<file path="src/bridge_regs_pkg.sv">
// constants shared by the bridge control and status register block
//------------------------------------------------------------------
// Functional notes
//------------------------------------------------------------------
// Functional notes
// - reading pin state returns synchronised live pin levels, not the written latch
// - writing pin state copies each bit to its pin latch; output pins follow it
// - bits 7:6 reserved, bit 5 quasi pin five, bit 4 wake pin, 3:0 programmable
// - own address kept in bits 7:1; bit 0 ignored and reads zero
// - scl rate is 7.3728 MHz divided by four times the divider value
// - time-out bit 0 enables the time-out; zero stops its count and expiry
// - 16-bit down counter on 57.6 kHz tick, loaded {bits 7:1, nine ones}
// - counter reaching zero before completion raises the time-out interrupt
// - after arbitration loss restart when bus free until the time-out expires
// - 0xF0 on completion with interrupt; reset value 0xF0 without interrupt
// - address not acknowledged gives 0xF1 and interrupt
// - data byte not acknowledged gives 0xF2 and interrupt
// - 0xF3 while busy with no interrupt; host starts nothing meanwhile
// - time-out gives 0xF8 and interrupt
// - invalid byte count gives 0xF9 and interrupt
// - interrupt released by a status read or by reset
// - command 0x20 writes one register, 0x21 reads one, no auto-increment
// - divider 0x02 reset 0x19, time-out 0x03 reset 0xFE, status 0x04, address 0x05
package bridge_regs_pkg;

	//------------------------------------------------------------------
	// register access commands and addresses
	//------------------------------------------------------------------
	localparam logic [7:0] CMD_REG_WRITE  = 8'h20;
	localparam logic [7:0] CMD_REG_READ   = 8'h21;
	localparam logic [7:0] ADDR_PIN_STATE = 8'h01;
	localparam logic [7:0] ADDR_SCL_DIV   = 8'h02;
	localparam logic [7:0] ADDR_TIMEOUT   = 8'h03;
	localparam logic [7:0] ADDR_STATUS    = 8'h04;
	localparam logic [7:0] ADDR_OWN_ADDR  = 8'h05;

	//------------------------------------------------------------------
	// reset values and field layout
	//------------------------------------------------------------------
	localparam logic [5:0] RST_PIN_LATCH  = 6'h3F;
	localparam logic [7:0] RST_SCL_DIV    = 8'h19;
	localparam logic [7:0] RST_TIMEOUT    = 8'hFE;
	localparam logic [6:0] RST_OWN_ADDR   = 7'h00;
	localparam int         PIN_COUNT      = 6;
	localparam int         PROG_PIN_COUNT = 4;
	localparam logic [8:0] TO_LOW_ONES    = 9'h1FF;
	localparam logic [7:0] UNMAPPED_READ  = 8'h00;

	// programmable pin modes, two bits per pin
	localparam logic [1:0] MODE_QUASI     = 2'h0;
	localparam logic [1:0] MODE_INPUT     = 2'h1;
	localparam logic [1:0] MODE_PUSH_PULL = 2'h2;
	localparam logic [1:0] MODE_OPEN_DRN  = 2'h3;

	//------------------------------------------------------------------
	// result codes
	//------------------------------------------------------------------
	localparam logic [7:0] ST_DONE        = 8'hF0;
	localparam logic [7:0] ST_ADDR_NACK   = 8'hF1;
	localparam logic [7:0] ST_DATA_NACK   = 8'hF2;
	localparam logic [7:0] ST_BUSY        = 8'hF3;
	localparam logic [7:0] ST_TIMEOUT     = 8'hF8;
	localparam logic [7:0] ST_BAD_COUNT   = 8'hF9;

	//------------------------------------------------------------------
	// timing: 7.3728 MHz bridge tick made from the 200 MHz clock
	//------------------------------------------------------------------
	localparam int          CLK_HZ        = 200_000_000;
	localparam int          BRIDGE_HZ     = 7_372_800;
	localparam int          TO_TICK_HZ    = 57_600;
	localparam int          ACC_W         = 28;
	// phase accumulator step and modulus, scaled down by 100
	localparam logic [ACC_W-1:0] ACC_STEP = ACC_W'(BRIDGE_HZ / 100);
	localparam logic [ACC_W-1:0] ACC_MOD  = ACC_W'(CLK_HZ / 100);
	localparam logic [6:0]  TO_PRESCALE   = 7'(BRIDGE_HZ / TO_TICK_HZ - 1);

	// transfer watch states
	typedef enum logic [1:0]
	{
		XF_IDLE  = 2'b00,
		XF_RUN   = 2'b01,
		XF_RETRY = 2'b10
	} xfer_state_e;

endpackage : bridge_regs_pkg

</file>
<file path="src/bridge_status_regs.sv">
// control and status register block of an spi to i2c bridge
`timescale 1ns/1ps

module bridge_status_regs
(
	input  wire logic        clk,
	input  wire logic        nrst,
	// register commands from the spi message parser
	input  wire logic        cmd_valid,
	input  wire logic [7:0]  cmd_code,
	input  wire logic [7:0]  cmd_addr,
	input  wire logic [7:0]  cmd_wdata,
	output logic             rd_valid,
	output logic [7:0]       rd_data,
	// programmable pin modes from the configuration register
	input  wire logic [7:0]  prog_pin_mode,
	// io pins: quasi_pin_five, wake_quasi_pin, prog_pin_three..prog_pin_zero
	input  wire logic [5:0]  pin_in,
	output logic [5:0]       pin_out,
	output logic [5:0]       pin_oe,
	// events from the i2c master engine
	input  wire logic        xfer_start,
	input  wire logic        xfer_ok,
	input  wire logic        addr_nack,
	input  wire logic        data_nack,
	input  wire logic        arb_lost,
	input  wire logic        bus_free,
	input  wire logic        count_bad,
	// controls to the i2c master engine
	output logic [6:0]       own_addr,
	output logic             scl_quarter_tick,
	output logic             scl_phase_high,
	output logic             xfer_busy,
	output logic             restart_req,
	output logic             timeout_abort,
	// open-drain interrupt
	output logic             int_n_out,
	output logic             int_n_oe
);

	typedef struct packed
	{
		logic [5:0]                          pin_sync1;
		logic [5:0]                          pin_sync2;
		logic [5:0]                          pin_latch;
		logic [5:0]                          pin_out;
		logic [5:0]                          pin_oe;
		logic [7:0]                          scl_div;
		logic [7:0]                          timeout_cfg;
		logic [6:0]                          own_addr;
		logic [7:0]                          status;
		logic                                busy;
		logic                                irq;
		logic                                rd_valid;
		logic [7:0]                          rd_data;
		logic [bridge_regs_pkg::ACC_W-1:0]   acc;
		logic                                bridge_tick;
		logic [7:0]                          quarter_cnt;
		logic [1:0]                          scl_phase;
		logic                                quarter_tick;
		logic [6:0]                          prescale;
		logic [15:0]                         to_cnt;
		bridge_regs_pkg::xfer_state_e        xstate;
		logic                                restart_req;
		logic                                timeout_abort;
	} state_s;

	state_s state_reg;
	state_s state_next;

	//------------------------------------------------------------------
	// next-state logic
	//------------------------------------------------------------------
	always_comb
	begin
		logic        wr_hit;
		logic        rd_hit;
		logic        to_tick;
		logic        set_irq;
		logic [7:0]  set_code;
		logic        ending;
		wr_hit   = 1'b0;
		rd_hit   = 1'b0;
		to_tick  = 1'b0;
		set_irq  = 1'b0;
		set_code = bridge_regs_pkg::ST_DONE;
		ending   = 1'b0;
		state_next = state_reg;
		state_next.rd_valid      = 1'b0;
		state_next.restart_req   = 1'b0;
		state_next.timeout_abort = 1'b0;
		state_next.quarter_tick  = 1'b0;
		state_next.bridge_tick   = 1'b0;

		// two-stage synchroniser on the pin levels
		state_next.pin_sync1 = pin_in;
		state_next.pin_sync2 = state_reg.pin_sync1;

		// register commands; one register each, no address increment
		wr_hit = cmd_valid && (cmd_code == bridge_regs_pkg::CMD_REG_WRITE);
		rd_hit = cmd_valid && (cmd_code == bridge_regs_pkg::CMD_REG_READ);

		if (wr_hit)
		begin
			if (cmd_addr == bridge_regs_pkg::ADDR_PIN_STATE)
				state_next.pin_latch = cmd_wdata[5:0];
			else if (cmd_addr == bridge_regs_pkg::ADDR_SCL_DIV)
				state_next.scl_div = cmd_wdata;
			else if (cmd_addr == bridge_regs_pkg::ADDR_TIMEOUT)
				state_next.timeout_cfg = cmd_wdata;
			else if (cmd_addr == bridge_regs_pkg::ADDR_OWN_ADDR)
				state_next.own_addr = cmd_wdata[7:1];
		end

		// read data: pins give the live level, reserved bits read zero
		if (rd_hit)
		begin
			state_next.rd_valid = 1'b1;
			if (cmd_addr == bridge_regs_pkg::ADDR_PIN_STATE)
				state_next.rd_data = {2'b00, state_reg.pin_sync2};
			else if (cmd_addr == bridge_regs_pkg::ADDR_SCL_DIV)
				state_next.rd_data = state_reg.scl_div;
			else if (cmd_addr == bridge_regs_pkg::ADDR_TIMEOUT)
				state_next.rd_data = state_reg.timeout_cfg;
			else if (cmd_addr == bridge_regs_pkg::ADDR_STATUS)
				state_next.rd_data = state_reg.status;
			else if (cmd_addr == bridge_regs_pkg::ADDR_OWN_ADDR)
				state_next.rd_data = {state_reg.own_addr, 1'b0};
			else
				state_next.rd_data = bridge_regs_pkg::UNMAPPED_READ;
		end

		// 7.3728 MHz tick from the 200 MHz clock by phase accumulation
		if (state_reg.acc + bridge_regs_pkg::ACC_STEP >= bridge_regs_pkg::ACC_MOD)
		begin
			state_next.acc = state_reg.acc + bridge_regs_pkg::ACC_STEP
				- bridge_regs_pkg::ACC_MOD;
			state_next.bridge_tick = 1'b1;
		end
		else
			state_next.acc = state_reg.acc + bridge_regs_pkg::ACC_STEP;

		// scl quarter periods: divider bridge ticks each, four per scl period
		if (state_reg.bridge_tick)
		begin
			if (state_reg.quarter_cnt >= state_reg.scl_div)
			begin
				state_next.quarter_cnt  = 8'h01;
				state_next.quarter_tick = 1'b1;
				state_next.scl_phase    = state_reg.scl_phase + 2'h1;
			end
			else
				state_next.quarter_cnt = state_reg.quarter_cnt + 8'h01;
		end

		// 57.6 kHz time-out tick is the bridge tick divided by 128
		if (state_reg.bridge_tick)
		begin
			if (state_reg.prescale == bridge_regs_pkg::TO_PRESCALE)
			begin
				state_next.prescale = 7'h00;
				to_tick = 1'b1;
			end
			else
				state_next.prescale = state_reg.prescale + 7'h01;
		end

		// transfer watch: busy status, retry after arbitration loss, time-out
		case (state_reg.xstate)
			bridge_regs_pkg::XF_IDLE:
			begin
				if (count_bad)
				begin
					set_irq  = 1'b1;
					set_code = bridge_regs_pkg::ST_BAD_COUNT;
				end
				else if (xfer_start)
				begin
					state_next.xstate = bridge_regs_pkg::XF_RUN;
					state_next.status = bridge_regs_pkg::ST_BUSY;
					state_next.to_cnt = {state_reg.timeout_cfg[7:1],
						bridge_regs_pkg::TO_LOW_ONES};
				end
			end
			bridge_regs_pkg::XF_RUN, bridge_regs_pkg::XF_RETRY:
			begin
				if (state_reg.timeout_cfg[0] && to_tick)
					state_next.to_cnt = state_reg.to_cnt - 16'h0001;
				if (state_reg.timeout_cfg[0] && (state_reg.to_cnt == 16'h0000))
				begin
					// expiry beats any other event in the same cycle
					ending = 1'b1;
					state_next.timeout_abort = 1'b1;
					set_code = bridge_regs_pkg::ST_TIMEOUT;
				end
				else if (state_reg.xstate == bridge_regs_pkg::XF_RETRY)
				begin
					if (bus_free)
					begin
						state_next.restart_req = 1'b1;
						state_next.xstate = bridge_regs_pkg::XF_RUN;
					end
				end
				else if (arb_lost)
					state_next.xstate = bridge_regs_pkg::XF_RETRY;
				else if (addr_nack)
				begin
					ending = 1'b1;
					set_code = bridge_regs_pkg::ST_ADDR_NACK;
				end
				else if (data_nack)
				begin
					ending = 1'b1;
					set_code = bridge_regs_pkg::ST_DATA_NACK;
				end
				else if (xfer_ok)
				begin
					ending = 1'b1;
					set_code = bridge_regs_pkg::ST_DONE;
				end
				if (ending)
				begin
					set_irq = 1'b1;
					state_next.xstate = bridge_regs_pkg::XF_IDLE;
				end
			end
			default:
				state_next.xstate = bridge_regs_pkg::XF_IDLE;
		endcase

		if (set_irq)
			state_next.status = set_code;

		// busy has its own flop so the output needs no decode after the register
		state_next.busy = (state_next.status == bridge_regs_pkg::ST_BUSY);

		// a status read releases the line; a new result in that cycle wins
		if (set_irq)
			state_next.irq = 1'b1;
		else if (rd_hit && (cmd_addr == bridge_regs_pkg::ADDR_STATUS))
			state_next.irq = 1'b0;

		// pin drivers from the written latch
		for (int i = 0; i < bridge_regs_pkg::PIN_COUNT; i++)
		begin
			logic [1:0] mode;
			mode = bridge_regs_pkg::MODE_QUASI;
			if (i < bridge_regs_pkg::PROG_PIN_COUNT)
				mode = prog_pin_mode[2*i +: 2];
			// quasi and open-drain pull low only; the high level comes from a pull-up
			state_next.pin_out[i] = 1'b0;
			state_next.pin_oe[i]  = ~state_next.pin_latch[i];
			if (mode == bridge_regs_pkg::MODE_PUSH_PULL)
			begin
				state_next.pin_out[i] = state_next.pin_latch[i];
				state_next.pin_oe[i]  = 1'b1;
			end
			else if (mode == bridge_regs_pkg::MODE_INPUT)
				state_next.pin_oe[i] = 1'b0;
		end
	end

	//------------------------------------------------------------------
	// state register; reset gives done status with no interrupt pending
	//------------------------------------------------------------------
	always_ff @(posedge clk or negedge nrst)
	begin
		if (!nrst)
		begin
			state_reg              <= '0;
			state_reg.pin_latch    <= bridge_regs_pkg::RST_PIN_LATCH;
			state_reg.scl_div      <= bridge_regs_pkg::RST_SCL_DIV;
			state_reg.timeout_cfg  <= bridge_regs_pkg::RST_TIMEOUT;
			state_reg.own_addr     <= bridge_regs_pkg::RST_OWN_ADDR;
			state_reg.status       <= bridge_regs_pkg::ST_DONE;
			state_reg.irq          <= 1'b0;
			state_reg.quarter_cnt  <= 8'h01;
			state_reg.xstate       <= bridge_regs_pkg::XF_IDLE;
		end
		else
			state_reg <= state_next;
	end

	//------------------------------------------------------------------
	// outputs straight from flops, except int_n_out which is tied low
	//------------------------------------------------------------------
	assign rd_valid         = state_reg.rd_valid;
	assign rd_data          = state_reg.rd_data;
	assign pin_out          = state_reg.pin_out;
	assign pin_oe           = state_reg.pin_oe;
	assign own_addr         = state_reg.own_addr;
	assign scl_quarter_tick = state_reg.quarter_tick;
	assign scl_phase_high   = state_reg.scl_phase[1];
	assign xfer_busy        = state_reg.busy;
	assign restart_req      = state_reg.restart_req;
	assign timeout_abort    = state_reg.timeout_abort;
	// the request rides on the enable; a released line is pulled high outside
	assign int_n_out        = 1'b0;          // open drain: only ever pulls low
	assign int_n_oe         = state_reg.irq;

endmodule : bridge_status_regs

</file>
<file path="config.mk">
export PLATFORM = sky130hd
export DESIGN_NAME = bridge_status_regs
export DESIGN_NICKNAME = d
export VERILOG_FILES = /design/src/bridge_regs_pkg.sv /design/src/bridge_status_regs.sv
export SDC_FILE = /design/constraint.sdc
export NUM_CORES = 1
export LEC_CHECK = 0
export ABC_AREA = 0
export BUFFER_PORTS_ARGS = -buffer_cell sky130_fd_sc_hd__buf_2
export CORE_MARGIN = 3
export CORE_UTILIZATION = 45
export CTS_BUF_LIST = sky130_fd_sc_hd__clkbuf_8
export DETAILED_ROUTE_END_ITERATION = 7
export PLACE_DENSITY = 0.67
export SETUP_SLACK_MARGIN = 0.3
export SKIP_LAST_GASP = 1
export SLEW_MARGIN = 20
export SYNTH_ARGS = -nofsm -noshare
export SYNTH_HDL_FRONTEND = slang
export SYNTH_SLANG_ARGS = --single-unit
</file>
<file path="constraint.sdc">
create_clock -name clk -period 2.41 [get_ports clk]
set_input_delay 0.241 -clock clk [delete_from_list [all_inputs] [get_ports clk]]
set_output_delay 0.241 -clock clk [all_outputs]
set_load 0.02 [all_outputs]
</file>
==> results of run 1 <==
layout make-up:
cell class                      count  area (um2)  share of cell area
Multi-Input combinational cell    470        3680               0.412
Tap cell                          184         230              0.0258
Timing Repair Buffer              161        1140               0.128
Clock buffer                       20         275              0.0308
Inverter                           37         141              0.0158
Sequential cell                   130        3290               0.368
Clock inverter                     12         179              0.0200
worst max-delay path, delay by kind of cell (launching register included):
family | cells | cell delay [ps]
buffers and inverters | 3 | 450
flip-flops | 1 | 440
XOR/XNOR | 1 | 140
AND/OR/NAND/NOR | 2 | 270
AO/OA/AOI/OAI | 4 | 850
final timing paths:
path                                  end  slack [ps]  cells past startpoint
max                         state_reg[55]         130                     10
min                            pin_out[0]          50                      2
max reg2reg                 state_reg[55]         130                     10
min reg2reg                state_reg[131]         350                      0
max in group asynchronous   state_reg[57]        1270                      3
min in group asynchronous        rd_valid         340                      2
stage by stage:
step | hold slack (ps) | util | cell area, um2
6_report | 47.3 | 0.604 | 8940
5_1_grt | 41.3 | 0.604 | 8940
4_1_cts | 20.8 | 0.567 | 8400
3_5_place_dp | 302 | 0.508 | 7520
3_3_place_gp | 292 | 0.508 | 7520
2_1_floorplan | -54.6 | - | 6970
what timing repair did:
action                                  in CTS  in global routing
pin swaps                                   24                 31
setup buffers                               19                 23
cloned                                       0                  1
resized for setup                           48                 75
hold buffers                                 7                  0
endpoints found under the setup margin      29                 43
hold endpoints to repair                    37                  0
cells by family after synthesis:
kind of cell,Yosys count,synth area share
DFF,130,0.474
xor gates and xnor gates,46,0.0583
other,1,0.000542
adders and majority gates,22,0.0384
AOI/OAI and AO/OA,130,0.123
and+or+nand+nor,232,0.179
muxes,37,0.0564
buffers and inverters,91,0.0700
report_power, final:
part	switching, W	total [W]	internal, W
Combinational	0.000712	0.00139	0.000680
Sequential	0.000156	0.00248	0.00232
Clock	0.000885	0.00210	0.00121
Total	0.00175	0.00597	0.00421
routing by layer:
layer / up-vias / wire length [um] / GRT usage
met2: 154 / 8630 / 0.335
li1: 2646 / - / -
met1: 2806 / 7620 / 0.268
met5: - / 0 / 0
met3: 37 / 734 / 0.0442
met4: 0 / 347 / 0.0740
synth_stat cells (8+ instances only):
cell type / count / area [um2]
o21ai_0: 38 / 190
nand4_1: 13 / 81.3
ha_1: 18 / 225
o22ai_1: 9 / 56.3
dfstp_2: 21 / 552
xor2_1: 16 / 140
mux2i_1: 21 / 210
nor2_1: 61 / 229
and3_1: 8 / 50.1
mux2_2: 16 / 180
nand2b_1: 8 / 50.1
xnor2_1: 30 / 263
nand3_1: 24 / 120
nand2_1: 52 / 195
dfrtp_1: 109 / 2730
inv_1: 35 / 131
a21o_1: 9 / 67.6
buf_4: 31 / 233
nor3_1: 9 / 45.0
clkbuf_1: 13 / 48.8
a21oi_1: 24 / 120
==> results.py, run 1 <==
metrics = {
    "yosys": {
        "synthCells": 689,
        "synth_cell_types": 76,
        "synth-seq-cells": 130,
        "syn-cell-area_mm2": 0.00692,
        "ys_seq_area_frac": 0.474,
        "ys_warn_count": 0,
        "synth_ff_type": "dfrtp_1",
        "synthArstFlopShare": 1.00,
        "synth_edf_count": 0,
        "post_synth.cell_area_avg_um2": 10.0,
    },
    "route": {
        "drt_first_pass_iters": 5,
        "ant_nets": 0,
        "vias_per_cell": 5.57,
        "post_drt_wl_per_cell_um": 17.1,
        "route.detailed.drc": 0,
        "num_vias": 5643,
        "first_iter_violations": 341,
        "wl_um": 17300,
    },
    "sta": {
        "fmax_mhz": 439,
        "tightest_slew_ps": 638,
        "rsz0062_at_grt": "true",
        "setup_tns_ps": 0,
        "finalSetupViolations": 0,
        "fin_crit_sh": 0.945,
        "relSlewSlack": 0.573,
        "setup_ws_ps": 133,
        "slew_violations": 0,
        "hold_viol": 0,
        "fin_crit_ps": 2280,
        "skew_ps": 8.20,
    },
    "global_routing": {
        "antenna_found_initial": 0,
        "grt.total_usage": 0.204,
        "first_global_vias": 5568,
        "grt_overflow_total": 0,
        "grt_max_degree": 49,
        "grt_pass1_wl_um": 27500,
    },
    "die": {
        "die_w_um": 130,
        "die_y_um": 130,
        "coreArea_mm2": 0.0148,
        "rows": 44,
        "dieArea_mm2": 0.0169,
        "start_util": 0.467,
        "io_pins": 83,
    },
    "job": {
        "drv_cap": 0,
    },
    "cts": {
        "clockBufferDepth": 2,
        "cts_tree": "done",
        "insertion_delay_ps": 450,
        "cts_sinks": 130,
        "path_clk_slew_ps": 70,
        "cts_made_buffers": 17,
        "htree_levels": 4,
        "clock-root-buffer": "clkbuf_8",
    },
    "placement": {
        "place.gp.congestion": 0.890,
        "placedCellCount": 932,
        "dp_slack_ps": 49.3,
        "dp_hpwl_um": 11400,
        "portBuffers": 79,
    },
    "final_layout": {
        "area_growth_syn_to_layout_pct": 29.3,
        "nNetsFinal": 883,
        "antenna-diode-count": 0,
        "finalNonFillerCells": 1014,
        "largest_register_ffs": 92,
        "drive_gt1_frac": 0.393,
        "final_common_cell": "dfrtp_1",
        "fill_cells": 1199,
        "final_cell_mix": "101 x dfrtp_1, 78 x buf_2, 59 x buf_4, 52 x nor2_1, 48 x nand2_1",
    },
    "min_path": {
        "hp-start": "prog_pin_mode[1]",
        "min_path_type": "in -> reg",
    },
    "pwr": {
        "ir_drop_uv": 457,
        "p_total_w": 0.00597,
        "power_leakage_nw": 4.15,
        "p_per_area_mw_per_mm2": 668,
    },
    "setup_path": {
        "path_class": "reg -> reg",
        "cp_max_fo": 6,
        "crit_path_start_kind": "register",
        "crit_required_ps": 2730,
        "critPathMaxStageDelay_ps": 440,
        "crit_slowest_cell": "dfrtp_2",
        "worstPathCellList": "buf_6 -> a31o_4 -> a211o_1 -> a21oi_2 -> o22ai_2 -> nor3_4 -> buf_4 -> buf_12 -> nor2_4 -> xor2_1",
        "startpoint": "state_reg[53]",
        "endpoint_kind": "register",
        "worstPathArrival_ps": 2590,
        "reg2reg_from": "state_reg[53]",
    },
    "run_status": {
        "outcome": "complete, no violations",
    },
}
Note: power is estimated with default switching activity, not from simulation.
==> run 2: changes to the inputs <==
Settings changed: CTS_BUF_LIST sky130_fd_sc_hd__clkbuf_8 to default.
==> run 2 against run 1 <==
Effect of this change:
- total power grew 9.4%
- die area unchanged
- largest cell class unchanged
- routed wire length is 1.3% lower
- utilization barely moved
- critical path depth unchanged
- sequential cell count is the same
- clock skew fell by 0.93 ps
- clock power grew 33%
- design area barely moved
- first-iteration DRC count rose by 1.8%
==> results.py, run 2 (same netlist as run 1, synthesis figures left out) <==
metrics = {
    "final_layout": {
        "fill_cells": 1200,
        "largest_register_ffs": 92,
        "final_common_cell": "dfrtp_1",
        "antenna-diode-count": 0,
        "final_cell_mix": "103 x dfrtp_1, 78 x buf_2, 52 x nor2_1, 50 x buf_4, 49 x nand2_1",
        "finalNonFillerCells": 1000,
        "drive_gt1_frac": 0.364,
        "nNetsFinal": 869,
        "area_growth_syn_to_layout_pct": 29.2,
    },
    "die": {
        "start_util": 0.467,
        "io_pins": 83,
        "rows": 44,
        "die_y_um": 130,
        "coreArea_mm2": 0.0148,
        "dieArea_mm2": 0.0169,
        "die_w_um": 130,
    },
    "cts": {
        "cts_sinks": 130,
        "path_clk_slew_ps": 60,
        "cts_tree": "done",
        "cts_made_buffers": 17,
        "insertion_delay_ps": 420,
        "clock-root-buffer": "clkbuf_16",
        "htree_levels": 4,
        "clockBufferDepth": 2,
    },
    "route": {
        "first_iter_violations": 347,
        "route.detailed.drc": 0,
        "wl_um": 17100,
        "ant_nets": 0,
        "vias_per_cell": 5.49,
        "num_vias": 5491,
        "drt_first_pass_iters": 4,
        "post_drt_wl_per_cell_um": 17.1,
    },
    "setup_path": {
        "cp_max_fo": 8,
        "reg2reg_from": "state_reg[52]",
        "endpoint_kind": "register",
        "crit_path_start_kind": "register",
        "worst-r2r-cell-count": 10,
        "worstPathArrival_ps": 2620,
        "startpoint": "state_reg[52]",
        "path_class": "reg -> reg",
        "crit_required_ps": 2730,
    },
    "pwr": {
        "power_leakage_nw": 4.16,
        "p_per_area_mw_per_mm2": 731,
        "p_total_w": 0.00653,
        "ir_drop_uv": 651,
    },
    "sta": {
        "fmax_mhz": 436,
        "fin_crit_ps": 2290,
        "skew_ps": 7.27,
        "relSlewSlack": 0.574,
        "setup_tns_ps": 0,
        "whs_ps": 75.3,
        "hold_viol": 0,
        "finalSetupViolations": 0,
        "tightest_slew_ps": 638,
        "rsz0062_at_grt": "true",
        "fin_crit_sh": 0.952,
        "setup_ws_ps": 117,
        "slew_violations": 0,
    },
    "global_routing": {
        "antenna_found_initial": 0,
        "grt_pass1_wl_um": 27700,
        "grt.total_usage": 0.207,
        "first_global_vias": 5548,
        "grt_overflow_total": 0,
        "grt_max_degree": 49,
    },
    "placement": {
        "portBuffers": 79,
        "dp_hpwl_um": 11400,
        "dp_slack_ps": 49.3,
        "place.gp.congestion": 0.890,
        "placedCellCount": 932,
    },
    "min_path": {
        "min_path_type": "in -> reg",
        "hp-start": "prog_pin_mode[1]",
        "hold_depth": 2,
    },
    "job": {
        "drv_cap": 0,
    },
    "run_status": {
        "outcome": "complete, no violations",
    },
}
run 2: worst max-delay path, stage by stage, from the launching register on:
cell and delay [ps]:
dfrtp_1 420, ha_4 210, a21oi_4 200, nor3_4 70
nor4_4 340, o22ai_2 160, nor3_4 250, inv_4 130
buf_8 170, o21ai_2 70, xnor2_1 160
run 2: power by group:
group | internal, W | total [W] | leakage [nW] | switching [W]
combinational | 0.000588 | 0.00127 | 2.30 | 0.000679
clock | 0.00181 | 0.00279 | 0.309 | 0.000975
sequential | 0.00233 | 0.00247 | 1.55 | 0.000149
run 2: final cells by class:
class | instances | area (um2) | area share
clock inverter | 12 | 179 | 0.0200
tap | 184 | 230 | 0.0258
multi-input combinational | 470 | 3620 | 0.405
sequential | 130 | 3290 | 0.368
timing repair buffer | 147 | 1010 | 0.113
clock buffer | 20 | 467 | 0.0522
inverter | 37 | 141 | 0.0158
run 2: metal layers:
metal  GRT usage  share of wire  routed length (um)  up-vias
met1       0.270           0.44                7560     2737
met5           0              0                   0        -
met2       0.337           0.51                8680      106
met3      0.0495          0.032                 552       28
li1            -              -                   -     2620
met4      0.0782          0.017                 298        0
run 2: final timing paths:
path | to | slack [ps]
max reg2reg | state_reg[50] | 120
max | state_reg[50] | 120
min | pin_out[0] | 80
min in group asynchronous | rd_valid | 370
max in group asynchronous | state_reg[57] | 1240
min reg2reg | state_reg[131] | 350
run 2: repair_timing:
action,4_1_cts,5_1_grt
buffers inserted,17,12
pin swaps,18,29
hold endpoints to repair,37,0
gates resized for setup,40,56
setup endpoints to repair,29,44
hold buffers,7,0
run 2: through the flow:
step | utilization | instance area, um2
floorplan | - | 6970
global placement | 0.508 | 7520
detailed placement | 0.508 | 7520
CTS | 0.578 | 8560
global route | 0.603 | 8930
finish | 0.603 | 8930
